--- src/rtl/atc_pkg.sv ---
// Package for the acquisition trigger, interrupt and DMA control block
package atc_pkg;
  localparam logic [3:0] ATC_OFS_ROUTING = 4'hF;
  localparam logic [3:0] ATC_OFS_TRIGGER = 4'h2;
  localparam logic [3:0] ATC_OFS_IRQ_DMA = 4'h3;
  localparam logic [3:0] ATC_OFS_CONV_CLR = 4'h8;
  localparam logic [3:0] ATC_OFS_TMR_CLR = 4'hA;
  localparam logic [3:0] ATC_OFS_DMA_CLR = 4'hC;
  localparam logic [15:0] ATC_COUNT_ZERO = 16'h0000;
  localparam logic [15:0] ATC_COUNT_WRAP = 16'hFFFF;

  typedef struct packed {
    logic soft_acq_start;
    logic ext_edge_start_en;
    logic pre_trigger_en;
  } atc_trig_t;
  localparam atc_trig_t ATC_TRIG_RST = '0;

  typedef struct packed {
    logic result_irq_en;
    logic conv_error_irq_en;
    logic timer_irq_en;
    logic dma_done_irq_en;
    logic parallel_port_irq_en;
    logic dma_request_en;
  } atc_irqen_t;
  localparam atc_irqen_t ATC_IRQEN_RST = '0;

  typedef struct packed {
    logic ext_conv_inhibit;
    logic input_config_sel;
    logic conv_pin_drive_dir;
    logic scan_interval_src_sel;
    logic interval_scan_sel;
  } atc_route_t;
  localparam atc_route_t ATC_ROUTE_RST = '0;

  typedef enum logic [1:0] {ATC_IDLE, ATC_ARMED, ATC_RUN} atc_state_t;
endpackage : atc_pkg

--- src/rtl/atc_ctl.sv ---
// Acquisition trigger, interrupt enable and DMA request control
`timescale 1ns/1ps
module atc_ctl
  import atc_pkg::*;
(
  input wire logic sys_clk,
  input wire logic arst_n,
  input wire logic wr_stb,
  input wire logic [3:0] wr_addr,
  input wire logic [7:0] wr_data,
  input wire logic dac_load_sel,
  input wire logic ext_trigger_in,
  input wire logic sample_tc,
  input wire logic fifo_not_empty,
  input wire logic fifo_overflow,
  input wire logic fifo_overrun,
  input wire logic ext_dac_load_in,
  input wire logic timer_out_three,
  input wire logic [15:0] dma_count,
  input wire logic port_c_bit_three,
  input wire logic port_c_bit_zero,
  input wire logic ext_convert_in,
  input wire logic counter_a0_out,
  output logic interval_cnt_en,
  output logic sample_cnt_en,
  output logic acq_running,
  output logic dac_update,
  output logic dma_req,
  output logic host_irq,
  output logic conv_start,
  output logic conv_pin_out,
  output logic conv_pin_oe,
  output atc_route_t route_out
);
  atc_trig_t trig_ff;
  atc_irqen_t irqen_ff;
  atc_route_t route_ff;
  atc_state_t state_ff;
  logic trig_prev_ff, upd_prev_ff, tmr_prev_ff, err_prev_ff;
  logic [15:0] cnt_prev_ff;
  logic err_pend_ff, tmr_pend_ff, tc_pend_ff, dac_update_ff;
  logic trig_rise, upd_rise, tmr_rise, err_rise, cnt_wrap;
  logic wr_trig, wr_conv_clr, wr_tmr_clr, wr_dma_clr;
  atc_trig_t wr_trig_val;
  atc_irqen_t wr_irqen_val;
  atc_route_t wr_route_val;

  function automatic logic hit(input logic [3:0] a, input logic [3:0] ofs);
    return wr_stb && (a == ofs);
  endfunction : hit

  assign wr_trig = hit(wr_addr, ATC_OFS_TRIGGER);
  assign wr_conv_clr = hit(wr_addr, ATC_OFS_CONV_CLR);
  assign wr_tmr_clr = hit(wr_addr, ATC_OFS_TMR_CLR);
  assign wr_dma_clr = hit(wr_addr, ATC_OFS_DMA_CLR);
  assign wr_trig_val = atc_trig_t'(wr_data[$bits(atc_trig_t)-1:0]);
  assign wr_irqen_val = atc_irqen_t'(wr_data[$bits(atc_irqen_t)-1:0]);
  assign wr_route_val = atc_route_t'(wr_data[$bits(atc_route_t)-1:0]);
  assign trig_rise = ext_trigger_in && !trig_prev_ff;
  assign upd_rise = ext_dac_load_in && !upd_prev_ff;
  assign tmr_rise = timer_out_three && !tmr_prev_ff;
  assign err_rise = (fifo_overflow || fifo_overrun) && !err_prev_ff;
  assign cnt_wrap = (cnt_prev_ff == ATC_COUNT_ZERO) &&
                    (dma_count == ATC_COUNT_WRAP);

  // Register writes; only the low bits are kept
  always_ff @(posedge sys_clk or negedge arst_n) begin
    if (!arst_n) begin
      trig_ff <= ATC_TRIG_RST;
      irqen_ff <= ATC_IRQEN_RST;
      route_ff <= ATC_ROUTE_RST;
    end else if (wr_stb) begin
      if (wr_addr == ATC_OFS_TRIGGER) begin
        trig_ff <= wr_data[$bits(atc_trig_t)-1:0];
      end
      if (wr_addr == ATC_OFS_IRQ_DMA) begin
        irqen_ff <= wr_data[$bits(atc_irqen_t)-1:0];
      end
      if (wr_addr == ATC_OFS_ROUTING) begin
        route_ff <= wr_data[$bits(atc_route_t)-1:0];
      end
    end
  end

  // Edge history
  always_ff @(posedge sys_clk or negedge arst_n) begin
    if (!arst_n) begin
      trig_prev_ff <= 1'b0;
      upd_prev_ff <= 1'b0;
      tmr_prev_ff <= 1'b0;
      err_prev_ff <= 1'b0;
      cnt_prev_ff <= ATC_COUNT_ZERO;
    end else begin
      trig_prev_ff <= ext_trigger_in;
      upd_prev_ff <= ext_dac_load_in;
      tmr_prev_ff <= timer_out_three;
      err_prev_ff <= fifo_overflow || fifo_overrun;
      cnt_prev_ff <= dma_count;
    end
  end

  // Acquisition sequencer
  always_ff @(posedge sys_clk or negedge arst_n) begin
    if (!arst_n) begin
      state_ff <= ATC_IDLE;
    end else begin
      unique case (state_ff)
        ATC_IDLE: begin
          if (trig_ff.ext_edge_start_en && trig_rise) begin
            state_ff <= ATC_RUN;
          end else if (wr_trig && wr_trig_val.soft_acq_start) begin
            state_ff <= wr_trig_val.pre_trigger_en ? ATC_ARMED :
                        ATC_RUN;
          end
        end
        ATC_ARMED: begin
          if (!trig_ff.soft_acq_start || sample_tc) begin
            state_ff <= ATC_IDLE;
          end else if (trig_rise) begin
            state_ff <= ATC_RUN;
          end
        end
        ATC_RUN: begin
          if (sample_tc) begin
            state_ff <= ATC_IDLE;
          end else if (!trig_ff.soft_acq_start &&
                       !trig_ff.ext_edge_start_en) begin
            state_ff <= ATC_IDLE;
          end
        end
        default: begin
          state_ff <= ATC_IDLE;
        end
      endcase
    end
  end

  // Idle after terminal count needs start rewritten; level start would rerun
  assign interval_cnt_en = (state_ff != ATC_IDLE);
  assign sample_cnt_en = (state_ff == ATC_RUN);
  assign acq_running = (state_ff == ATC_RUN);

  // Sticky pending flags, set wins over clear; plus the one-cycle registered DAC update pulse
  always_ff @(posedge sys_clk or negedge arst_n) begin
    if (!arst_n) begin
      err_pend_ff <= 1'b0;
      tmr_pend_ff <= 1'b0;
      tc_pend_ff <= 1'b0;
      dac_update_ff <= 1'b0;
    end else begin
      if (irqen_ff.conv_error_irq_en && err_rise) begin
        err_pend_ff <= 1'b1;
      end else if (wr_conv_clr) begin
        err_pend_ff <= 1'b0;
      end
      if (irqen_ff.timer_irq_en && (upd_rise || tmr_rise)) begin
        tmr_pend_ff <= 1'b1;
      end else if (wr_tmr_clr) begin
        tmr_pend_ff <= 1'b0;
      end
      if (irqen_ff.dma_done_irq_en && cnt_wrap) begin
        tc_pend_ff <= 1'b1;
      end else if (wr_dma_clr) begin
        tc_pend_ff <= 1'b0;
      end
      dac_update_ff <= dac_load_sel && (upd_rise || tmr_rise);
    end
  end

  assign dac_update = dac_update_ff;
  assign dma_req = irqen_ff.dma_request_en && fifo_not_empty;
  // Error pending kept until cleared but masked while its enable is clear
  assign host_irq = (irqen_ff.result_irq_en && fifo_not_empty) ||
                    (irqen_ff.conv_error_irq_en && err_pend_ff) ||
                    (irqen_ff.timer_irq_en && tmr_pend_ff) ||
                    (irqen_ff.dma_done_irq_en && tc_pend_ff) ||
                    (irqen_ff.parallel_port_irq_en &&
                     (port_c_bit_three || port_c_bit_zero));
  assign conv_start = !route_ff.ext_conv_inhibit &&
                      !route_ff.conv_pin_drive_dir && !ext_convert_in;
  assign conv_pin_oe = route_ff.conv_pin_drive_dir;
  assign conv_pin_out = counter_a0_out;
  assign route_out = route_ff;

  property p_start;
    @(posedge sys_clk) disable iff (!arst_n)
      (state_ff == ATC_IDLE && wr_trig && wr_trig_val.soft_acq_start &&
       !wr_trig_val.pre_trigger_en && !trig_ff.ext_edge_start_en)
      |=> interval_cnt_en && sample_cnt_en;
  endproperty
  a_start: assert property (p_start) else $error("no start");
  property p_tc_end;
    @(posedge sys_clk) disable iff (!arst_n)
      (state_ff == ATC_RUN && sample_tc) |=> !interval_cnt_en;
  endproperty
  a_tc_end: assert property (p_tc_end) else $error("tc no end");
  property p_clr_stop;
    @(posedge sys_clk) disable iff (!arst_n)
      (state_ff == ATC_RUN && !trig_ff.soft_acq_start &&
       !trig_ff.ext_edge_start_en) |=> !interval_cnt_en;
  endproperty
  a_clr_stop: assert property (p_clr_stop) else $error("no stop");
  property p_edge;
    @(posedge sys_clk) disable iff (!arst_n)
      (state_ff == ATC_IDLE && trig_ff.ext_edge_start_en && trig_rise)
      |=> sample_cnt_en;
  endproperty
  a_edge: assert property (p_edge) else $error("edge no start");
  property p_armed;
    @(posedge sys_clk) disable iff (!arst_n)
      (state_ff == ATC_ARMED && !trig_rise) |=> !sample_cnt_en;
  endproperty
  a_armed: assert property (p_armed) else $error("early count");
  property p_tmr_hold;
    @(posedge sys_clk) disable iff (!arst_n)
      (tmr_pend_ff && !wr_tmr_clr) |=> tmr_pend_ff;
  endproperty
  a_tmr_hold: assert property (p_tmr_hold) else $error("tmr lost");
  property p_tmr_set;
    @(posedge sys_clk) disable iff (!arst_n)
      (irqen_ff.timer_irq_en && $rose(timer_out_three)) |=> host_irq;
  endproperty
  a_tmr_set: assert property (p_tmr_set) else $error("tmr no irq");
  property p_dac;
    @(posedge sys_clk) disable iff (!arst_n)
      (dac_load_sel && $rose(ext_dac_load_in)) |=> dac_update;
  endproperty
  a_dac: assert property (p_dac) else $error("no dac load");
  property p_dma;
    @(posedge sys_clk) disable iff (!arst_n)
      dma_req |-> (fifo_not_empty && irqen_ff.dma_request_en);
  endproperty
  a_dma: assert property (p_dma) else $error("bad dma req");
  property p_wrap;
    @(posedge sys_clk) disable iff (!arst_n)
      (irqen_ff.dma_done_irq_en && cnt_wrap) |=>
        tc_pend_ff ##1 (tc_pend_ff || $past(wr_dma_clr));
  endproperty
  a_wrap: assert property (p_wrap) else $error("wrap lost");
  property p_inhibit;
    @(posedge sys_clk) disable iff (!arst_n)
      route_ff.ext_conv_inhibit |-> !conv_start;
  endproperty
  a_inhibit: assert property (p_inhibit) else $error("conv leak");
  property p_wr_irqen;
    @(posedge sys_clk) disable iff (!arst_n)
      (wr_stb && wr_addr == ATC_OFS_IRQ_DMA) |=>
        irqen_ff == $past(wr_irqen_val);
  endproperty
  a_wr_irqen: assert property (p_wr_irqen) else $error("bad enables");
  property p_wr_route;
    @(posedge sys_clk) disable iff (!arst_n)
      (wr_stb && wr_addr == ATC_OFS_ROUTING) |=>
        route_out == $past(wr_route_val);
  endproperty
  a_wr_route: assert property (p_wr_route) else $error("bad route");
  property p_idle_quiet;
    @(posedge sys_clk) disable iff (!arst_n)
      (state_ff == ATC_IDLE && !wr_trig &&
       !(trig_ff.ext_edge_start_en && trig_rise)) |=> !interval_cnt_en;
  endproperty
  a_idle_quiet: assert property (p_idle_quiet) else $error("rerun");
  property p_edge_hold;
    @(posedge sys_clk) disable iff (!arst_n)
      (state_ff == ATC_RUN && trig_ff.ext_edge_start_en && !sample_tc)
      |=> acq_running;
  endproperty
  a_edge_hold: assert property (p_edge_hold) else $error("edge stop");
  property p_result;
    @(posedge sys_clk) disable iff (!arst_n)
      (irqen_ff.result_irq_en && fifo_not_empty) |-> host_irq;
  endproperty
  a_result: assert property (p_result) else $error("no result irq");
  property p_err_set;
    @(posedge sys_clk) disable iff (!arst_n)
      (irqen_ff.conv_error_irq_en && err_rise &&
       !(wr_stb && wr_addr == ATC_OFS_IRQ_DMA)) |=> host_irq;
  endproperty
  a_err_set: assert property (p_err_set) else $error("no err irq");
  property p_err_clr;
    @(posedge sys_clk) disable iff (!arst_n)
      (wr_conv_clr && !err_rise) |=> !err_pend_ff;
  endproperty
  a_err_clr: assert property (p_err_clr) else $error("err kept");
  property p_err_off;
    @(posedge sys_clk) disable iff (!arst_n)
      (!irqen_ff.conv_error_irq_en && !err_pend_ff) |=> !err_pend_ff;
  endproperty
  a_err_off: assert property (p_err_off) else $error("err when off");
  property p_upd_set;
    @(posedge sys_clk) disable iff (!arst_n)
      (irqen_ff.timer_irq_en && $rose(ext_dac_load_in)) |=> tmr_pend_ff;
  endproperty
  a_upd_set: assert property (p_upd_set) else $error("no upd irq");
  property p_tmr_clr;
    @(posedge sys_clk) disable iff (!arst_n)
      (wr_tmr_clr && !(upd_rise || tmr_rise)) |=> !tmr_pend_ff;
  endproperty
  a_tmr_clr: assert property (p_tmr_clr) else $error("tmr kept");
  property p_tmr_off;
    @(posedge sys_clk) disable iff (!arst_n)
      (!irqen_ff.timer_irq_en && !tmr_pend_ff) |=> !tmr_pend_ff;
  endproperty
  a_tmr_off: assert property (p_tmr_off) else $error("tmr when off");
  property p_tc_clr;
    @(posedge sys_clk) disable iff (!arst_n)
      (wr_dma_clr && !cnt_wrap) |=> !tc_pend_ff;
  endproperty
  a_tc_clr: assert property (p_tc_clr) else $error("tc kept");
  property p_pp_on;
    @(posedge sys_clk) disable iff (!arst_n)
      (irqen_ff.parallel_port_irq_en &&
       (port_c_bit_three || port_c_bit_zero)) |-> host_irq;
  endproperty
  a_pp_on: assert property (p_pp_on) else $error("port irq lost");
  property p_pp_off;
    @(posedge sys_clk) disable iff (!arst_n)
      (!irqen_ff.parallel_port_irq_en && !irqen_ff.result_irq_en &&
       !err_pend_ff && !tmr_pend_ff && !tc_pend_ff) |-> !host_irq;
  endproperty
  a_pp_off: assert property (p_pp_off) else $error("port irq leak");
  property p_quiet;
    @(posedge sys_clk) disable iff (!arst_n)
      (irqen_ff == ATC_IRQEN_RST) |-> !host_irq;
  endproperty
  a_quiet: assert property (p_quiet) else $error("irq with none");
  property p_dma_off;
    @(posedge sys_clk) disable iff (!arst_n)
      !irqen_ff.dma_request_en |-> !dma_req;
  endproperty
  a_dma_off: assert property (p_dma_off) else $error("dma when off");
  property p_conv_pass;
    @(posedge sys_clk) disable iff (!arst_n)
      (!route_ff.ext_conv_inhibit && !route_ff.conv_pin_drive_dir &&
       !ext_convert_in) |-> conv_start;
  endproperty
  a_conv_pass: assert property (p_conv_pass) else $error("conv lost");
  property p_drive_block;
    @(posedge sys_clk) disable iff (!arst_n)
      route_ff.conv_pin_drive_dir |-> !conv_start;
  endproperty
  a_drive_block: assert property (p_drive_block) else $error("pin loop");
  property p_dac_off;
    @(posedge sys_clk) disable iff (!arst_n)
      !dac_load_sel |=> !dac_update;
  endproperty
  a_dac_off: assert property (p_dac_off) else $error("dac when off");
  c_pre_trigger_en: cover property (@(posedge sys_clk) disable iff (!arst_n)
    state_ff == ATC_ARMED ##[1:20] state_ff == ATC_RUN);
  c_tc: cover property (@(posedge sys_clk) disable iff (!arst_n)
    state_ff == ATC_RUN ##1 state_ff == ATC_IDLE);
  c_tmr: cover property (@(posedge sys_clk) disable iff (!arst_n)
    tmr_pend_ff ##1 wr_tmr_clr ##1 !tmr_pend_ff);
  c_err: cover property (@(posedge sys_clk) disable iff (!arst_n)
    err_pend_ff ##1 wr_conv_clr ##1 !err_pend_ff);
  c_wrap: cover property (@(posedge sys_clk) disable iff (!arst_n)
    cnt_wrap ##1 tc_pend_ff);
endmodule : atc_ctl

--- config.mk ---
export PLATFORM = sky130hd
export DESIGN_NAME = atc_ctl
export DESIGN_NICKNAME = d
export VERILOG_FILES = /design/src/rtl/atc_pkg.sv /design/src/rtl/atc_ctl.sv
export SDC_FILE = /design/constraint.sdc
export NUM_CORES = 1
export LEC_CHECK = 0
export BUFFER_PORTS_ARGS = -buffer_cell sky130_fd_sc_hd__buf_2
export CORE_ASPECT_RATIO = 1.25
export CORE_MARGIN = 8
export CORE_UTILIZATION = 40
export CTS_BUF_LIST = sky130_fd_sc_hd__clkbuf_4
export DETAILED_ROUTE_END_ITERATION = 16
export PLACE_DENSITY = 0.73
export SLEW_MARGIN = 10
export SYNTH_ARGS = -nofsm -noshare
export SYNTH_HDL_FRONTEND = slang
export SYNTH_SLANG_ARGS = --single-unit
--- constraint.sdc ---
create_clock -name sys_clk -period 1.2 [get_ports sys_clk]
set_input_delay 0.18 -clock sys_clk [delete_from_list [all_inputs] [get_ports sys_clk]]
set_output_delay 0.18 -clock sys_clk [all_outputs]
set_load 0.005 [all_outputs]
## Word level (Yosys, flattened, before mapping)

Index checks and enable logic that the tools add are counted.

- Bits in registers: 39
- Output and inout port bits: 14

- Equal/unequal tests: 12
- Reduce and logical (&&, ||, !) cells: 51
- Mux-type cells: 14

Operator list:

| kind | number |
|---|---|
| logical AND 1 bit | 24 |
| == test 16 bit (second input constant) | 1 |
| == test 4 bit (second input constant) | 4 |
| zero test 16 bit | 1 |
| 2-to-1 mux 2 bit | 7 |
| zero test 1 bit | 9 |
| == test 4 x 2 -> 1 bit (second input constant) | 2 |
| logical OR 1 bit | 8 |
| nonzero test 2 bit | 4 |
| 2-to-1 mux 1 bit | 6 |
| != test 3 bit (second input constant) | 2 |
| case mux 2 bit (3 select lines) | 1 |
| AND reduction 2 bit | 3 |
| != test 3 x 2 -> 1 bit (second input constant) | 1 |
| AND reduction 3 bit | 1 |
| == test 2 x 1 -> 1 bit (second input constant) | 1 |
| == test 2 bit (second input constant) | 1 |
| zero test 2 bit | 1 |

## Longest topological paths before layout

Gate-level depths: netlist (run 1).

- Depth in word-level cells: 6
- Mapped depth: 4
- Mapped depth without buffers: 4

## Worst setup path before layout (run 1)

No wires, ideal clock.

- Path kind: register to register
- From: register cnt_prev_ff[10]
- To: register tc_pend_ff
- Arrival time: 1.164 ns
- Library setup time: 0.076 ns
- Slack: -0.041 ns
- Stages on the path, launching flop included: 5
- Cell sequence: dfrtp_1 > or4_4 > nor3_2 > nand4_1 > o21ai_1

- Word-level cells in the longest chain between the ends: 4

Ends and longest elaborated chain:

| element | RTL line | source |
|---|---|---|
| from (decl) | atc_ctl.sv:40 | `logic [15:0] cnt_prev_ff;` |
| from (signal assigned) | atc_ctl.sv:98 | `cnt_prev_ff <= dma_count;` |
| zero test 16 bit (*) | atc_ctl.sv:63 | `assign cnt_wrap = (cnt_prev_ff == ATC_COUNT_ZERO) &&` |
| logical AND 1 bit (*) | atc_ctl.sv:63 |  |
| logical AND 1 bit (*) | atc_ctl.sv:161 | `if (irqen_ff.dma_done_irq_en && cnt_wrap) begin` |
| 2-to-1 mux 1 bit / nonzero test 2 bit (equally long branches) | -- |  |
| to (signal assigned) | atc_ctl.sv:148 | `tc_pend_ff <= 1'b0;` |
| to (signal assigned) | atc_ctl.sv:162 | `tc_pend_ff <= 1'b1;` |
| to (signal assigned) | atc_ctl.sv:164 | `tc_pend_ff <= 1'b0;` |
| to (decl) | atc_ctl.sv:41 | `logic err_pend_ff, tmr_pend_ff, tc_pend_ff, dac_update_ff;` |

Every way passes the cells marked *; elsewhere a longest branch is shown, timed or not.
A chain may end at the register's enable or synchronous reset.

## Worst setup path in the final report (run 1)

- From: register err_pend_ff
- To: output port host_irq

- Word-level cells in the longest chain between the ends: 5

Ends and longest elaborated chain:

| element | RTL line | source |
|---|---|---|
| from (decl) | atc_ctl.sv:41 |  |
| from (signal assigned) | atc_ctl.sv:146 | `err_pend_ff <= 1'b0;` |
| from (signal assigned) | atc_ctl.sv:152 | `err_pend_ff <= 1'b1;` |
| from (signal assigned) | atc_ctl.sv:154 | `err_pend_ff <= 1'b0;` |
| logical AND 1 bit | atc_ctl.sv:174 | `(irqen_ff.conv_error_irq_en && err_pend_ff) \|\|` |
| logical OR 1 bit | atc_ctl.sv:173 | `assign host_irq = (irqen_ff.result_irq_en && fifo_not_empty) \|\|` |
| logical OR 1 bit | atc_ctl.sv:174 |  |
| logical OR 1 bit | atc_ctl.sv:175 | `(irqen_ff.timer_irq_en && tmr_pend_ff) \|\|` |
| logical OR 1 bit | atc_ctl.sv:176 | `(irqen_ff.dma_done_irq_en && tc_pend_ff) \|\|` |
| to (decl) | atc_ctl.sv:29 | `output logic host_irq,` |

No other way between the ends.

==> impl_metrics.csv, run 1 <==
group,metric,value,unit
yosys,synth_cell_types,30,
power,switching_share,0.247,
yosys,syn_inst,110,
global_routing,grt_pass1_wl,6290,µm
cells_and_area,area_delta_synth_final,49.5,%
die,io_pins,57,
min_path,worstHoldPathCells,2,
placed_design,place_ws,-0.114,ns
power,p_int,0.00225,W
timing,timing.final.crit_share,1.12,
cts,cts.sinks,39,
cells_and_area,nets,243,
routing,first_iter_violations,26,
cells_and_area,final_cell_mix,"50 x buf_2, 39 x dfrtp_1, 20 x dlygate4sd3_1",
timing,skew,0.00156,ns
die,fp.dieH,84.0,µm
critical_path,worst-setup-path-type,"register to output port",
die,die_x,70.4,µm
critical_path,critPathRequiredTime,1.02,ns
routing,ant_nets,0,
run_status,violations,"setup timing",
routing,drt_wl_total,3750,µm
critical_path,cp-end-kind,"output port",
yosys,synth_seq_area_share,0.659,
global_routing,grt_overflow,0,
cts,clkSlewWorstSetupHoldPaths,0.11,ns
cts,cts_max_level,2,
power,p_per_area,1350,nW/µm²
timing,relSlewSlack,0.741,
global_routing,grt.total_usage,0.134,
timing,worst_pin_slew,0.388,ns
cts,cts_buffers,5,
min_path,hold_end,"dac_update$_DFF_PN0_",
timing,hold_ws,0.0439,ns
cells_and_area,drive_above_1_share,0.433,
die,fp-row-count,24,
placed_design,dp_hpwl,2770,µm
power,sequentialPowerShare,0.525,
timing,hold_violations,0,
run_status,status,"finished, violations left",
routing,viasPerCell,5.03,
critical_path,rrSetupSlack,-0.11,ns
cells_and_area,antennaDiodeCount,0,
job,max_cap_viol_count,0,
timing,fmax,742,MHz
critical_path,crit_chain,"a22oi_2, nand3_1, buf_2",
global_routing,grt_pass1_vias,1385,
die,initial_core_util,0.421,
cts,clkLatencyLatePin,0.33,ns
placed_design,globalplace.congestion,0.829,
yosys,ys.warnings.count,0,
min_path,hold_class,"primary input to register",
critical_path,r2r-start,"cnt_prev_ff[10]$_DFF_PN0_",
critical_path,regToRegEndpoint,"tc_pend_ff$_DFFE_PN0P_",
yosys,synth_area,1480,µm²
critical_path,slowest_stage,"dfrtp_1",
critical_path,cp.arrival,1.17,ns
routing,vias,1208,
cts,cts_tree,"built",
yosys,synth.area.top_cells,"dfrtp_1 66%, mux2_1 9.1%, nand2_1 2.3%",
yosys,synth_top_area_frac,0.659,
timing,period_minus_slack,1.35,ns
die,dieArea,5920,µm²
power,pwr-share-clk,0.287,
routing,drt_pass1_iterations,4,
timing,rsz0062_at_grt,"yes",
routing,drc,0,
yosys,synth_top_area_cell,"dfrtp_1",
power,p_sw,0.000738,W
placed_design,port_buffers,52,
timing,setup_ws,-0.149,ns
timing,maxSlewViolCount,0,
min_path,hold_start,"dac_load_sel",
cts,cts.path.max_buffers,2,
global_routing,grt_max_degree,26,
cells_and_area,layout.cells.most_common,"buf_2",
yosys,syn-num-nets,153,
yosys,ys_ff_latch,39,
global_routing,antenna_found_initial,0,
die,fp.coreArea,3510,µm²
power,power_leakage,1.06,nW
critical_path,cpPeakStageDelay,0.41,ns
critical_path,path_buf_inv,1,
critical_path,start_kind,"register",
critical_path,critPathTopFamily,"flip-flops",
critical_path,reg2reg_depth,4,
power,ir_worst_vdd,1.13,mV
power,p_comb_frac,0.188,
cts,root_buffer,"clkbuf_4",
critical_path,crit_fanout,2,
yosys,syn_area_per_cell,13.5,µm²
routing,wl_per_cell,15.6,µm
timing,setup_violations,4,
==> cells in the mapped netlist <==
cell and instances:
a21oi_1 2, a22o_1 1, a22oi_1 2, and2_1 2, buf_2 1, buf_4 3
dfrtp_1 39, inv_1 2, mux2_1 12, nand2_1 9, nand3_1 3, nand3b_1 3
nand4_1 5, nor2_1 2, nor2_2 1, nor2b_1 5, nor3_1 1, nor3_2 1
nor3b_2 1, nor4_1 1, nor4_2 2, o21ai_0 2, o21ai_1 2, o22ai_1 2
o2bb2ai_1 1, o31ai_1 1, o41ai_1 1, or2_1 1, or2_2 1, or4_4 1
==> repair_timing <==
| action | 4_1_cts | 5_1_grt |
|---|---|---|
| buffers inserted | 4 | 0 |
| pin swaps | 2 | 2 |
| resized for setup | 4 | 6 |
| hold endpoints to repair | 33 | 0 |
| setup endpoints to repair | 6 | 11 |
| hold buffers | 20 | 0 |
==> how the worst max path moves through the flow <==
stage	startpoint	to	slack, ns	cells after the start
after floorplan	cnt_prev_ff[10]$_DFF_PN0_	tc_pend_ff$_DFFE_PN0P_	-0.04	4
after CTS	err_pend_ff$_DFFE_PN0P_	host_irq	-0.17	3
final	err_pend_ff$_DFFE_PN0P_	host_irq	-0.15	3
after global routing	err_pend_ff$_DFFE_PN0P_	host_irq	-0.26	3
after detailed placement	wr_addr[3]	irqen_ff[3]$_DFFE_PN0P_	-0.11	5
after global placement	cnt_prev_ff[10]$_DFF_PN0_	tc_pend_ff$_DFFE_PN0P_	-0.09	4
==> layout make-up <==
cell class / count / area, µm²
Inverter: 2 / 7.51
Clock buffer: 5 / 37.5
Clock inverter: 3 / 43.8
Sequential cell: 39 / 976
Timing Repair Buffer: 87 / 602
Tap cell: 39 / 48.8
Multi-Input combinational cell: 65 / 498
Fill cell: 271 / 1300
==> through the flow <==
step	TNS, ns	power (W)	util	area [µm²]	std cells
floorplan	-0.0408	0.00177	-	1480	110
global placement	-0.448	0.00199	0.528	1860	208
detailed placement	-0.807	0.00203	0.528	1860	208
CTS	-0.473	0.00299	0.622	2190	240
global route	-0.860	0.00317	0.630	2210	240
finish	-0.373	0.00299	0.630	2210	240
==> power by group through the flow <==
stage	combinational, W	sequential (W)	clock [W]
floorplan	0.000198	0.00157	0
CTS	0.000537	0.00156	0.000885
detailed placement	0.000439	0.00159	0
global route	0.000624	0.00159	0.000953
finish	0.000562	0.00157	0.000856
global placement	0.000419	0.00158	0
==> sequential cells by signal, indices dropped and copies added, names as in the netlist <==
name,count
trig_prev_ff,1
dac_update,1
upd_prev_ff,1
tmr_pend_ff,1
irqen_ff,6
conv_pin_oe,1
tmr_prev_ff,1
route_out,4
state_ff,2
trig_ff,2
err_pend_ff,1
err_prev_ff,1
tc_pend_ff,1
cnt_prev_ff,16
==> logic make-up (layout without fill, tap and decap cells) <==
group           count (synthesis)  in the layout  synth area share
mux                            12             12            0.0913
buf+inv                         6             97            0.0237
compound gates                 14             14            0.0617
simple gates                   39             39             0.164
flops                          39             39             0.659
==> metal layers <==
metal,track usage,part of all wire,vias to the layer above,routed length [µm]
li1,-,-,577,-
met1,0.121,0.34,589,1290
met2,0.254,0.59,37,2200
met3,0.0548,0.058,5,218
met4,0.0495,0.013,0,47
met5,0,0,-,0
(Power assumes the default switching activity.)
==> run 2: changes to the inputs <==
--- a/config.mk
+++ b/config.mk
@@ -11,7 +11,7 @@
 export CORE_UTILIZATION = 40
 export CTS_BUF_LIST = sky130_fd_sc_hd__clkbuf_4
 export DETAILED_ROUTE_END_ITERATION = 16
-export PLACE_DENSITY = 0.73
+export PLACE_DENSITY = 0.7
 export SLEW_MARGIN = 10
 export SYNTH_ARGS = -nofsm -noshare
 export SYNTH_HDL_FRONTEND = slang
==> constraint.sdc (replaced) <==
create_clock -name sys_clk -period 1.4 [get_ports sys_clk]
set_input_delay 0.21 -clock sys_clk [delete_from_list [all_inputs] [get_ports sys_clk]]
set_output_delay 0.21 -clock sys_clk [all_outputs]
set_load 0.005 [all_outputs]
==> run 2 against run 1 <==
The flow now finishes without violations. Power decreased by 23%. Via count decreased by 5.4%. Non-clock buffer count decreased by 9. First-iteration DRC count increased by 15%.
==> impl_metrics.csv, run 2 (synthesized netlist as in run 1, its figures left out) <==
group,metric,value,unit
die,fp.coreArea,3510,µm²
run_status,status,"complete, no violations",
cells_and_area,fillers,292,
cells_and_area,instances_no_fill,231,
die,die_x,70.4,µm
critical_path,start_kind,"register",
placed_design,port_buffers,52,
cts,root_buffer,"clkbuf_4",
timing,rsz0062_at_grt,"yes",
cells_and_area,regMostFlops,"cnt_prev_ff",
routing,wl_met2,2030,µm
cells_and_area,largest_register_ffs,16,
cts,clkLatencyLatePin,0.34,ns
power,pwr-share-clk,0.240,
cts,cts.sinks,39,
cts,cts_tree,"built",
routing,drc,0,
cells_and_area,drive_above_1_share,0.401,
cts,clkSlewWorstSetupHoldPaths,0.11,ns
critical_path,crit_fanout,2,
routing,viasPerCell,4.95,
die,initial_core_util,0.421,
critical_path,reg2reg_depth,4,
cells_and_area,area_delta_synth_final,41.3,%
power,sequentialPowerShare,0.581,
critical_path,startpoint,"err_pend_ff$_DFFE_PN0P_",
critical_path,critPathRequiredTime,1.19,ns
critical_path,cp.arrival,1.17,ns
power,p_per_area,1110,nW/µm²
routing,top_layer,"met4",
power,ir_worst_vdd,0.814,mV
timing,maxSlewViolCount,0,
die,io_pins,57,
timing,relSlewSlack,0.732,
timing,fmax,726,MHz
placed_design,place_ws,0.0387,ns
die,dieArea,5920,µm²
timing,fin_setup_tns,0,ns
power,p_comb_frac,0.178,
routing,drt_pass1_iterations,5,
timing,period_minus_slack,1.38,ns
timing,timing.final.crit_share,0.984,
cells_and_area,final_cell_mix,"52 x buf_2, 38 x dfrtp_1, 20 x dlygate4sd3_1",
placed_design,dp_hpwl,2630,µm
critical_path,rrSetupSlack,0.07,ns
timing,setup_ws,0.0224,ns
routing,drt_wl_total,3450,µm
global_routing,grt_pass1_vias,1328,
critical_path,regToRegEndpoint,"tc_pend_ff$_DFFE_PN0P_",
cells_and_area,layout.cells.most_common,"buf_2",
critical_path,worst-setup-path-type,"register to output port",
power,switching_share,0.267,
global_routing,antenna_found_initial,0,
global_routing,grt.total_usage,0.124,
placed_design,placed_cells,201,
critical_path,r2r-start,"cnt_prev_ff[10]$_DFF_PN0_",
critical_path,cp-end-kind,"output port",
timing,skew,0.00580,ns
die,fp.dieH,84.0,µm
routing,first_iter_violations,30,
global_routing,grt_max_degree,23,
timing,worst_pin_slew,0.401,ns
routing,ant_nets,0,
power,power_leakage,0.982,nW
cts,cts_max_level,2,
critical_path,cp-endpoint,"host_irq",
timing,hold_violations,0,
global_routing,grt_pass1_wl,5830,µm
placed_design,globalplace.congestion,0.800,
die,fp-row-count,24,
routing,dr_wl_met3,275,µm
routing,vias,1143,
routing,drt-met1-wl,1100,µm
power,p_sw,0.000617,W
timing,setup_violations,0,
cells_and_area,nets,234,
min_path,hold_class,"primary input to register",
cts,cts.path.max_buffers,2,
cells_and_area,antennaDiodeCount,0,
routing,wl_per_cell,14.9,µm
cts,cts_buffers,5,
power,p_int,0.00169,W
job,max_cap_viol_count,0,
global_routing,grt_overflow,0,
## run 2: cell types whose count changed in the layout (fill, tap and decap cells not counted), sizes merged
cell,before,now
clkinvlp,0,2
clkinv,2,1
bufinv,1,0
buf,67,58
## run 2: layout make-up
| type | instances | area [µm²] | share of cell area |
|---|---|---|---|
| multi-input cells | 65 | 482 | 0.230 |
| inverters | 2 | 7.51 | 0.00359 |
| clock buffers | 5 | 37.5 | 0.0180 |
| clock inverters | 3 | 20.0 | 0.00958 |
| well taps | 39 | 48.8 | 0.0233 |
| repair buffers | 78 | 518 | 0.248 |
| flip-flops and latches | 39 | 977 | 0.467 |
## run 2: repair_timing
item / 4_1_cts / 5_1_grt
endpoints found under the setup margin: 1 / 5
pin swaps: 1 / 0
buffers inserted: 0 / 2
gates resized for setup: 2 / 2
hold buffers: 20 / 0
hold endpoints to repair: 36 / 0
## run 2: per-layer routing
| layer | global-route usage | vias to the layer above |
|---|---|---|
| met5 | 0 | - |
| met2 | 0.235 | 39 |
| met3 | 0.0631 | 4 |
| met1 | 0.102 | 549 |
| met4 | 0.0549 | 0 |
| li1 | - | 551 |
## run 2: worst min path at each step
| stage | from | endpoint | slack [ns] | cells past startpoint |
|---|---|---|---|---|
| 6_report | sample_tc | state_ff[1]$_DFFE_PN0P_ | 0.05 | 2 |
| 5_1_grt | sample_tc | state_ff[1]$_DFFE_PN0P_ | 0.03 | 2 |
| 4_1_cts | sample_tc | state_ff[1]$_DFFE_PN0P_ | 0.02 | 2 |
| 3_5_place_dp | arst_n | upd_prev_ff$_DFF_PN0_ | 0.16 | 1 |
| 3_3_place_gp | arst_n | upd_prev_ff$_DFF_PN0_ | 0.15 | 1 |
| 2_1_floorplan | arst_n | cnt_prev_ff[0]$_DFF_PN0_ | -0.09 | 0 |
## run 2: per-stage QoR
| step | power [W] | hold WS [ns] | util | cell area, µm² |
|---|---|---|---|---|
| CTS | 0.00234 | 0.0242 | 0.590 | 2070 |
| finish | 0.00231 | 0.0451 | 0.595 | 2090 |
| detailed placement | 0.00172 | 0.158 | 0.514 | 1800 |
| global route | 0.00247 | 0.0261 | 0.595 | 2090 |
| floorplan | 0.00152 | -0.0856 | - | 1480 |
| global placement | 0.00170 | 0.150 | 0.514 | 1800 |
## run 2: critical path: stages (launching register included)
cell and delay, ns:
dfrtp_1 0.41, a22oi_2 0.20, nand3_1 0.09, buf_2 0.13
## run 2: power groups by stage
stage / sequential (W) / combinational, W / clock (W)
detailed placement: 0.00136 / 0.000364 / 0
CTS: 0.00134 / 0.000414 / 0.000583
finish: 0.00134 / 0.000412 / 0.000556
global placement: 0.00135 / 0.000349 / 0
floorplan: 0.00135 / 0.000169 / 0
global route: 0.00136 / 0.000464 / 0.000644
==> run 3: changes to the inputs <==
--- a/config.mk
+++ b/config.mk
@@ -11,7 +11,7 @@
 export CORE_UTILIZATION = 40
 export CTS_BUF_LIST = sky130_fd_sc_hd__clkbuf_4
 export DETAILED_ROUTE_END_ITERATION = 16
-export PLACE_DENSITY = 0.7
+export PLACE_DENSITY = 0.67
 export SLEW_MARGIN = 10
 export SYNTH_ARGS = -nofsm -noshare
 export SYNTH_HDL_FRONTEND = slang
==> run 3 against run 2 <==
Maximum frequency rose by 0.65%. Sequential share of layout area fell by 0.31 points. Combinational power rose by 5.1%. Clock power rose by 29%. Core utilization rose by 0.32 points. Global-route usage fell by 0.45 points. Worst setup slack improved by 0.0089 ns. Sequential power barely moved. Power rose by 8.0%. Critical endpoint unchanged.
==> impl_metrics.csv, run 3 (synthesized netlist as in run 1, its figures left out) <==
group,metric,value,unit
run_status,status,"complete, no violations",
cells_and_area,area_delta_synth_final,42.0,%
timing,relSlewSlack,0.679,
die,fp-row-count,24,
routing,wl_met2,1720,µm
routing,drt-met1-wl,1330,µm
timing,hold_violations,0,
die,fp.dieH,84.0,µm
routing,wl_per_cell,14.8,µm
global_routing,grt_max_degree,40,
critical_path,cpPeakStageDelay,0.42,ns
placed_design,port_buffers,52,
routing,dr_wl_met3,305,µm
timing,setup_ws,0.0313,ns
cts,cts.sinks,39,
power,p_sw,0.000609,W
routing,first_iter_violations,35,
min_path,hold_class,"primary input to register",
power,p_per_area,1190,nW/µm²
placed_design,globalplace.congestion,0.821,
power,p_comb_frac,0.173,
power,p_int,0.00189,W
cells_and_area,final_cell_mix,"52 x buf_2, 39 x dfrtp_1, 20 x dlygate4sd3_1",
critical_path,start_kind,"register",
critical_path,critPathRequiredTime,1.19,ns
timing,maxSlewViolCount,0,
timing,worst_pin_slew,0.482,ns
cells_and_area,largest_register_ffs,16,
power,report.power.total,0.00250,W
critical_path,path_buf_inv,1,
timing,hold_ws,0.0436,ns
critical_path,cp-end-kind,"output port",
routing,drt_pass1_iterations,4,
cts,clkLatencyLatePin,0.34,ns
routing,drc,0,
die,die_x,70.4,µm
timing,period_minus_slack,1.37,ns
power,pwr-share-clk,0.287,
die,fp.coreArea,3510,µm²
placed_design,place_area,1780,µm²
timing,skew,0.00345,ns
critical_path,worst-setup-path-type,"register to output port",
placed_design,place_ws,0.0706,ns
cts,cts_tree,"built",
global_routing,grt.total_usage,0.120,
critical_path,critPathTopFamily,"flip-flops",
critical_path,slowest_stage,"dfrtp_1",
global_routing,grt_overflow,0,
cells_and_area,drive_above_1_share,0.391,
global_routing,grt_pass1_wl,5780,µm
critical_path,crit_chain,"a22oi_2, nand3_1, buf_2",
routing,ant_nets,0,
cts,cts.path.max_buffers,2,
die,initial_core_util,0.421,
cts,cts_buffers,5,
power,sequentialPowerShare,0.539,
critical_path,crit_fanout,2,
cells_and_area,fin_util,0.598,
timing,setup_violations,0,
critical_path,cp.arrival,1.16,ns
routing,drt_wl_total,3410,µm
power,switching_share,0.244,
timing,rsz0062_at_grt,"yes",
die,dieArea,5920,µm²
cells_and_area,regMostFlops,"cnt_prev_ff",
power,power_leakage,0.995,nW
timing,timing.final.crit_share,0.978,
routing,top_layer,"met4",
cells_and_area,antennaDiodeCount,0,
cells_and_area,finalInstanceArea,2100,µm²
job,max_cap_viol_count,0,
global_routing,antenna_found_initial,0,
cells_and_area,fillers,280,
cells_and_area,nets,234,
placed_design,dp_hpwl,2500,µm
die,io_pins,57,
cells_and_area,layout.cells.most_common,"buf_2",
routing,vias,1163,
cts,cts_max_level,2,
cts,root_buffer,"clkbuf_4",
cts,clkSlewWorstSetupHoldPaths,0.11,ns
power,ir_worst_vdd,0.769,mV
routing,viasPerCell,5.03,
timing,fmax,731,MHz
global_routing,grt_pass1_vias,1254,
run 3: cell types whose count changed in the layout (fill, tap and decap cells not counted):
cell        delta
clkinv_1       +1
nor3_4         +1
dfrtp_2        -1
clkinvlp_4     -2
buf_12         -1
bufinv_16      +1
dfrtp_1        +1
buf_4          +1
nor3_2         -1
run 3: power groups by stage:
stage          sequential (W)  combinational [W]  clock, W
2_1_floorplan         0.00135           0.000169         0
3_3_place_gp          0.00135           0.000339         0
3_5_place_dp          0.00136           0.000352         0
4_1_cts               0.00134           0.000400  0.000743
5_1_grt               0.00137           0.000482  0.000793
6_report              0.00135           0.000433  0.000717
run 3: area by class of cell:
type | count | area [µm²] | area share
clock buffers | 5 | 37.5 | 0.0179
repair buffers | 78 | 505 | 0.240
well taps | 39 | 48.8 | 0.0232
flip-flops and latches | 39 | 976 | 0.464
clock inverters | 3 | 38.8 | 0.0185
multi-input cells | 65 | 488 | 0.232
inverters | 2 | 7.51 | 0.00357
run 3: through the flow:
step,instances,setup TNS (ns)
CTS,228,0
global placement,200,0
floorplan,110,0
detailed placement,200,0
global route,231,-0.0550
finish,231,0
run 3: routing by layer:
| layer | vias to the layer above | GRT usage |
|---|---|---|
| li1 | 555 | - |
| met1 | 568 | 0.118 |
| met2 | 34 | 0.205 |
| met3 | 6 | 0.0643 |
| met4 | 0 | 0.0440 |
| met5 | - | 0 |
run 3: repair_timing:
action,in CTS,in global routing
hold buffers,20,0
endpoints found under the hold margin,58,0
pin swaps,0,1
resized for setup,1,3
buffers inserted,0,3
setup endpoints to repair,1,4
run 3: worst paths after layout:
path                                           start                       end  slack [ns]  cells past startpoint
setup / recovery             err_pend_ff$_DFFE_PN0P_                  host_irq        0.03                      3
hold / removal                             sample_tc   state_ff[1]$_DFFE_PN0P_        0.04                      2
setup reg to reg           cnt_prev_ff[10]$_DFF_PN0_    tc_pend_ff$_DFFE_PN0P_        0.05                      4
hold reg to reg              irqen_ff[0]$_DFFE_PN0P_   irqen_ff[0]$_DFFE_PN0P_        0.49                      1
max in group asynchronous                     arst_n   irqen_ff[4]$_DFFE_PN0P_        0.62                      3
min in group asynchronous                     arst_n  cnt_prev_ff[0]$_DFF_PN0_        0.44                      3
